File: config.mk
export PLATFORM = sky130hd
export DESIGN_NAME = eips_shaper
export DESIGN_NICKNAME = d
export VERILOG_FILES = /design/src/include/eips_pkg.sv /design/src/rtl/eips_shaper.sv
export SDC_FILE = /design/constraint.sdc
export NUM_CORES = 1
export LEC_CHECK = 0
export BUFFER_PORTS_ARGS = -buffer_cell sky130_fd_sc_hd__buf_4
export CAP_MARGIN = 10
export CELL_PAD_IN_SITES_DETAIL_PLACEMENT = 2
export CELL_PAD_IN_SITES_GLOBAL_PLACEMENT = 2
export CORE_UTILIZATION = 33
export CTS_BUF_LIST = sky130_fd_sc_hd__clkbuf_4
export DETAILED_ROUTE_END_ITERATION = 7
export PLACE_DENSITY_LB_ADDON = 0.1
export SYNTH_ARGS = -nofsm -noshare
export SYNTH_HDL_FRONTEND = slang
export SYNTH_SLANG_ARGS = --single-unit
File: constraint.sdc
create_clock -name clock -period 2.9 [get_ports clock]
set_input_delay 0.58 -clock clock [delete_from_list [all_inputs] [get_ports clock]]
set_output_delay 0.58 -clock clock [all_outputs]
set_load 0.01 [all_outputs]
File: src/include/eips_pkg.sv
// ==========================================================
// shared constants and types for the edge interrupt pulse shaper
package eips_pkg;
    // register map
    localparam logic [11:0] timing_offset     = 12'h340;  // irq_edge_timing byte address
    // field layout
    localparam int          gap_lsb           = 24;       // minimum gap field low bit
    localparam int          gap_width         = 8;        // minimum gap field width
    localparam int          count_lsb         = 0;        // pulse length field low bit
    localparam int          count_width       = 16;       // pulse length field width
    // reset values
    localparam logic [7:0]  gap_reset         = 8'h00;    // no spacing after reset
    localparam logic [15:0] count_reset       = 16'h000f; // about 600 ns pulse
    // timing
    localparam int          clock_mhz         = 25;       // system clock rate
    localparam int          microframe_us     = 125;      // one microframe
    localparam int          microframe_cycles = microframe_us * clock_mhz;

    // register bus request
    typedef struct packed {
        logic [11:0] addr;   // byte address
        logic [31:0] wdata;  // write data
        logic        wr;     // write strobe
        logic        rd;     // read strobe
    } eips_bus_t;

    // shaper states
    typedef enum logic [1:0] {
        eips_idle  = 2'b00,  // waiting for an event
        eips_pulse = 2'b01,  // pin asserted
        eips_gap   = 2'b10   // enforcing spacing
    } eips_state_t;
endpackage

File: src/rtl/eips_shaper.sv
// Implementation choice: the strobed register port.
`timescale 1ns/1ps
module eips_shaper #(
    parameter int frame_cycles = eips_pkg::microframe_cycles  // clocks per microframe
) (
    input  wire logic             clock,      // system clock
    input  wire logic             nrst,       // synchronous reset, active low
    input  wire eips_pkg::eips_bus_t bus,     // register bus request
    output logic [31:0]           rdata,      // read data, cycle after read strobe
    input  wire logic             event_in,   // interrupt event, one cycle
    input  wire logic             level_mode, // 1: level signalling
    output logic                  irq         // interrupt pin, active high
);
    import eips_pkg::*;

    // ==========================================================
    // parameter guard
    // the microframe counter is 16 bits wide and must count at least one clock
    // per microframe, so anything outside that span is refused at elaboration
    if (frame_cycles < 1 || frame_cycles > 65535) begin : bad_frame_cycles
        $error("frame_cycles out of range");
    end

    // ==========================================================
    // state
    typedef struct packed {
        logic [7:0]  gap;       // minimum gap in microframes
        logic [15:0] count;     // pulse length in clocks
        logic [31:0] rdata;     // read data register
        eips_state_t state;     // shaper state
        logic [15:0] clk_cnt;   // pulse clock counter
        logic [15:0] frm_cnt;   // clocks within microframe
        logic [7:0]  gap_cnt;   // microframes left
        logic        pending;   // held event
        logic        irq;       // pin
    } eips_regs_t;

    eips_regs_t r;        // current state
    eips_regs_t next_r;   // next state

    // ==========================================================
    // next state logic
    // one pass decides bus reads, bus writes and the pin sequencer;
    // a write and an event in the same cycle both take effect, and a
    // new pulse length also applies to a pulse already running
    always_comb begin
        logic ev;  // something wants a pulse this cycle
        ev = event_in | r.pending;
        next_r = r;
        next_r.rdata = 32'h0000_0000;
        // register read
        if (bus.rd && bus.addr == timing_offset) begin
            next_r.rdata[gap_lsb +: gap_width]     = r.gap;
            next_r.rdata[count_lsb +: count_width] = r.count;
        end
        // register write; reserved bits dropped
        if (bus.wr && bus.addr == timing_offset) begin
            next_r.gap   = bus.wdata[gap_lsb +: gap_width];
            next_r.count = bus.wdata[count_lsb +: count_width];
        end
        if (level_mode) begin
            // level mode: follow the event, no gap
            next_r.irq     = event_in;
            next_r.state   = eips_idle;
            next_r.pending = 1'b0;
        end else begin
            case (r.state)
                eips_idle: begin
                    // start a pulse as soon as something is waiting and the pulse length is not zero
                    if (ev && r.count != 16'h0000) begin
                        next_r.irq     = 1'b1;
                        next_r.clk_cnt = 16'h0001;
                        next_r.pending = 1'b0;
                        next_r.state   = eips_pulse;
                    end else begin
                        next_r.pending = 1'b0;
                        next_r.irq     = 1'b0;
                    end
                end
                eips_pulse: begin
                    // hold the pin for the programmed clocks
                    if (event_in) begin
                        next_r.pending = 1'b1;
                    end
                    if (r.clk_cnt >= r.count) begin
                        next_r.irq     = 1'b0;
                        next_r.frm_cnt = 16'h0000;
                        next_r.gap_cnt = r.gap;
                        next_r.state   = (r.gap == 8'h00) ? eips_idle : eips_gap;
                    end else begin
                        next_r.clk_cnt = r.clk_cnt + 16'h0001;
                    end
                end
                eips_gap: begin
                    // count microframes before the next pulse
                    // frm_cnt runs 0 .. frame_cycles-1 once per microframe,
                    // gap_cnt holds the microframes still to wait
                    if (event_in) begin
                        next_r.pending = 1'b1;
                    end
                    if (r.frm_cnt == 16'(frame_cycles - 1)) begin
                        next_r.frm_cnt = 16'h0000;
                        next_r.gap_cnt = r.gap_cnt - 8'h01;
                        if (r.gap_cnt <= 8'h01) begin
                            next_r.state = eips_idle;
                        end
                    end else begin
                        next_r.frm_cnt = r.frm_cnt + 16'h0001;
                    end
                end
                default: begin
                    next_r.state = eips_idle;
                end
            endcase
        end
    end

    // ==========================================================
    // state register
    always_ff @(posedge clock) begin
        if (!nrst) begin
            r       <= '0;
            r.gap   <= gap_reset;
            r.count <= count_reset;
            r.state <= eips_idle;
        end else begin
            r <= next_r;
        end
    end

    assign rdata = r.rdata;
    assign irq   = r.irq;

    // ==========================================================
    // checks
    reset_count_a: assert property (@(posedge clock) $rose(nrst) |-> r.count == count_reset)
        else $error("pulse length not at reset value");
    pulse_len_a: assert property (@(posedge clock) disable iff (!nrst)
        (r.state == eips_pulse && r.clk_cnt >= r.count && !level_mode) |=> !irq)
        else $error("pulse did not end at count");
    gap_hold_a: assert property (@(posedge clock) disable iff (!nrst)
        (r.state == eips_gap && !level_mode) |=> !irq)
        else $error("pulse inside minimum gap");
    level_follow_a: assert property (@(posedge clock) disable iff (!nrst)
        level_mode |=> irq == $past(event_in))
        else $error("level output wrong");
    zero_gap_a: assert property (@(posedge clock) disable iff (!nrst)
        (r.state == eips_idle && event_in && !level_mode && r.count != 16'h0000) |=> irq)
        else $error("event not pulsed at once");
    pending_a: assert property (@(posedge clock) disable iff (!nrst)
        (r.state == eips_gap && event_in && !level_mode) |=> r.pending)
        else $error("event lost during gap");
    reg_write_a: assert property (@(posedge clock) disable iff (!nrst)
        (bus.wr && bus.addr == timing_offset) |=> r.count == $past(bus.wdata[15:0]))
        else $error("write not stored");
    read_data_a: assert property (@(posedge clock) disable iff (!nrst)
        (bus.rd && bus.addr == timing_offset) |=> rdata[23:16] == 8'h00)
        else $error("reserved bits not zero");

    // ==========================================================
    // further checks on the sequencer and the register port
    // pulse state always has the pin raised: the pin is set on entry
    // and only lowered on the way out
    pulse_high_a: assert property (@(posedge clock) disable iff (!nrst)
        r.state == eips_pulse |-> irq)
        else $error("pin low during pulse");
    // in steady edge mode the idle state never leaves the pin high
    idle_quiet_a: assert property (@(posedge clock) disable iff (!nrst)
        (r.state == eips_idle && !level_mode && !$past(level_mode)) |-> !irq)
        else $error("pin high while idle");
    // the gap state is only entered with microframes left to wait
    gap_left_a: assert property (@(posedge clock) disable iff (!nrst)
        r.state == eips_gap |-> r.gap_cnt != 8'h00)
        else $error("gap state with nothing to wait");
    // a zero gap sends the sequencer straight back to idle
    zero_gap_idle_a: assert property (@(posedge clock) disable iff (!nrst)
        (r.state == eips_pulse && r.clk_cnt >= r.count && r.gap == 8'h00
         && !level_mode) |=> r.state == eips_idle)
        else $error("zero gap still waited");
    // level mode parks the sequencer and forgets held events
    level_idle_a: assert property (@(posedge clock) disable iff (!nrst)
        level_mode |=> (r.state == eips_idle && !r.pending))
        else $error("sequencer busy in level mode");
    // reset leaves the pin low, the read port quiet and the default length
    reset_state_a: assert property (@(posedge clock)
        !nrst |=> (!irq && rdata == 32'h0000_0000 && r.count == count_reset))
        else $error("reset state wrong");
    // a read of the timing word returns the stored pulse length
    read_back_a: assert property (@(posedge clock) disable iff (!nrst)
        (bus.rd && bus.addr == timing_offset) |=> rdata[15:0] == $past(r.count))
        else $error("pulse length not read back");
    // reads of any other address return zero
    unmapped_read_a: assert property (@(posedge clock) disable iff (!nrst)
        (bus.rd && bus.addr != timing_offset) |=> rdata == 32'h0000_0000)
        else $error("unmapped read not zero");
    // the gap field written is the gap field stored
    gap_write_a: assert property (@(posedge clock) disable iff (!nrst)
        (bus.wr && bus.addr == timing_offset) |=> r.gap == $past(bus.wdata[31:24]))
        else $error("gap not stored");
    // the read strobe leaves the data for one cycle only
    read_once_a: assert property (@(posedge clock) disable iff (!nrst)
        !bus.rd |=> rdata == 32'h0000_0000)
        else $error("read data held too long");
endmodule

==> metrics <==
worst vdd ir 0.151 mV; Initial Utilization 34.1%; Slew @ Worst Pin 0.662 ns; finished layout cell area 5510 µm²; commonest non-fill, non-tap cells in the layout 92 x dfxtp_1, 85 x buf_4, 45 x nand2_1; die area 14,900 µm²; FILL cells 1,574; vias in the first global route 4,566; status finished, final reports clean; post-CTS setup repair buffer count 0; Wirelength per Cell 18.7 µm; layout cells sized above 1 18.3%; Final Core Density 39.4%; M2 GR Usage 34.3%; FP Rows 43; routed wire length 14,700 µm; period utilization 92.3%; WP data arrival 3.07 ns; post-route ant nets 0; final global-route overflow total 0; clock period minus worst slack 2.68 ns; CP top delay family compound AO/OA/AOI/OAI gates; worst skew pair latency 0.49 ns; IO buf count 66; Leak Pwr 0.00233 µW; fmax 374 MHz; Mapped Avg Cell Area 8.63 µm²; cts bufs inserted 9; vias 4,307; HPWL Detailed 11,100 µm; synthesis warning total 0; I/O pin cnt 83; Post-Syn Instances 553; largest net degree at the start of global routing 31; met3 Use GR 2.83%; synth unique cells 58; final weighted congestion in routability-driven placement 0.774; H-tree depth 3; type of origin of the critical path flip-flop; CTS tree built; TritonRoute pass-1 iters 4; initial antenna violation count 1; DP Worst Slack 0.0742 ns; busiest layer in global routing met2; Fin. Hold Viols 0; maxcap violations 0; drt initial violations 181; RSZ-0062 raised after global routing no; register area share after synthesis 38.6%; CTS Sinks 92; CP endpoint kind flip-flop; Clock Path Buffers 2; final setup TNS 0 ns; synthesis-to-finish area growth 15.4%; Slew Limit Fails 0; Hold Crit Class in2reg; # setup viols final 0; FFs w/ async S/R, synth 0%; Slew headroom 55.6%; core area 14,000 µm²; critical path's slowest cell or4_4; die height 122 µm; mapped cell area 4770 µm²; Hold Buf Count CTS 0; crit-path max cell delay 0.64 ns; GRT Util Overall 20.6%; commonest non-fill, non-tap cell in the layout dfxtp_1; DIE WIDTH 122 µm; post-synthesis register bit count 92; met1 global-route usage 27.0%; CP Data Required Time 3.29 ns; top_reg_cell synth dfxtp_1; Final WS setup 0.223 ns; crit path max fanout 9; Vias/cell 5.47; WS Path Type reg2reg; DRC 0; crit-path cells inv_1, ha_1, nand2b_1, a2111oi_4, o31ai_2, or4_4, o41ai_1; post-CTS sizing 0; clk slew on worst S/H paths 0.16 ns; Post-synth EDFFs 0; Buf+Inv Stages, Crit Path 1; Setup Skew 0.0293 ns; root buf cell clkbuf_4; Placed Area 5340 µm²; power density cells 399 nW/µm²; nets@finish 676; first-pass GRT wire length 23,700 µm; total power 2200 µW
## cell usage after synthesis, types with 2 or more instances
master / instances / share of area (%)
nand3b_1: 5 / 0.79
clkbuf_1: 18 / 1.4
a21oi_1: 29 / 3.0
nor2b_1: 2 / 0.26
nand2_1: 45 / 3.5
o31ai_1: 6 / 0.94
nor4_1: 9 / 1.2
a32o_1: 3 / 0.63
o41ai_1: 6 / 1.1
and3_1: 4 / 0.52
ha_1: 24 / 6.3
buf_1: 2 / 0.16
nand4b_1: 2 / 0.37
o32ai_1: 5 / 0.92
o21ai_0: 9 / 0.94
nand2b_1: 5 / 0.66
o31a_1: 2 / 0.37
buf_4: 32 / 5.0
a31oi_1: 5 / 0.66
nand4_1: 14 / 1.8
inv_1: 29 / 2.3
buf_2: 2 / 0.21
a211o_1: 3 / 0.55
nand3_1: 18 / 1.9
o21ai_1: 13 / 1.4
a211oi_1: 2 / 0.31
or4_1: 6 / 0.94
and2_1: 27 / 3.5
nor2_1: 42 / 3.3
a21o_1: 2 / 0.31
o311ai_1: 3 / 0.55
a41o_1: 2 / 0.42
nor3_1: 14 / 1.5
nor3b_1: 2 / 0.31
mux2i_1: 28 / 5.9
or3_1: 4 / 0.52
o2bb2ai_1: 2 / 0.37
o211ai_1: 16 / 2.5
dfxtp_1: 92 / 39
## worst register-to-register path: cells and delay by family, from the launching register on
family	cells	cell delay, ns
AO/OA/AOI/OAI	3	0.96
adder cells (fa/ha/maj)	1	0.30
AND/OR/NAND/NOR	2	0.82
flip-flops	1	0.39
buffers and inverters	1	0.10
## stage by stage
step / instances / hold WS [ns]
6_report: 788 / 0.309
3_3_place_gp: 771 / 0.471
5_1_grt: 788 / 0.287
3_5_place_dp: 771 / 0.486
4_1_cts: 787 / 0.282
2_1_floorplan: 560 / 0.449
## metal layers
| metal | part of all wire (%) | vias to the layer above |
|---|---|---|
| li1 | - | 2071 |
| met1 | 49 | 2145 |
| met2 | 46 | 79 |
| met3 | 3.4 | 12 |
| met4 | 1.4 | 0 |
| met5 | 0 | - |
## final cells by class
| class | instances | area (µm²) | area share [%] |
|---|---|---|---|
| tap | 180 | 225 | 4.09 |
| multi-input combinational | 385 | 2550 | 46.3 |
| antenna | 1 | 2.50 | 0.0454 |
| inverter | 29 | 109 | 1.98 |
| clock buffer | 9 | 67.6 | 1.23 |
| clock inverter | 7 | 72.6 | 1.32 |
| timing repair buffer | 85 | 638 | 11.6 |
| sequential | 92 | 1840 | 33.4 |
## path summary, 6_finish.rpt
| kind | startpoint | to | slack (ns) | cells after the start |
|---|---|---|---|---|
| setup / recovery | r[26] | r[34] | 0.22 | 7 |
| hold / removal | bus[4] | r[78] | 0.31 | 3 |
| hold reg to reg | r[11] | r[11] | 0.51 | 2 |
| setup reg to reg | r[26] | r[34] | 0.22 | 7 |
## report_power, final
part / total, µW / switching (µW) / internal (µW) / leakage (µW)
Sequential: 1270 / 3.24 / 1270 / 0.000741
Combinational: 157 / 90.6 / 66.2 / 0.00152
Clock: 771 / 503 / 268 / 0.0000748
## state kept, by name, summed over array words and instances (netlist names)
name	cells
r	67
rdata	24
irq	1
## cells by family after synthesis
| family | synth area share (%) |
|---|---|
| AOI/OAI and AO/OA | 18.0 |
| adders and majority gates | 6.29 |
| buffers and inverters | 9.10 |
| DFF | 38.6 |
| muxes | 5.87 |
| other | 0.0786 |
| and+or+nand+nor | 22.1 |
Note: power is estimated with default switching activity, not from simulation.
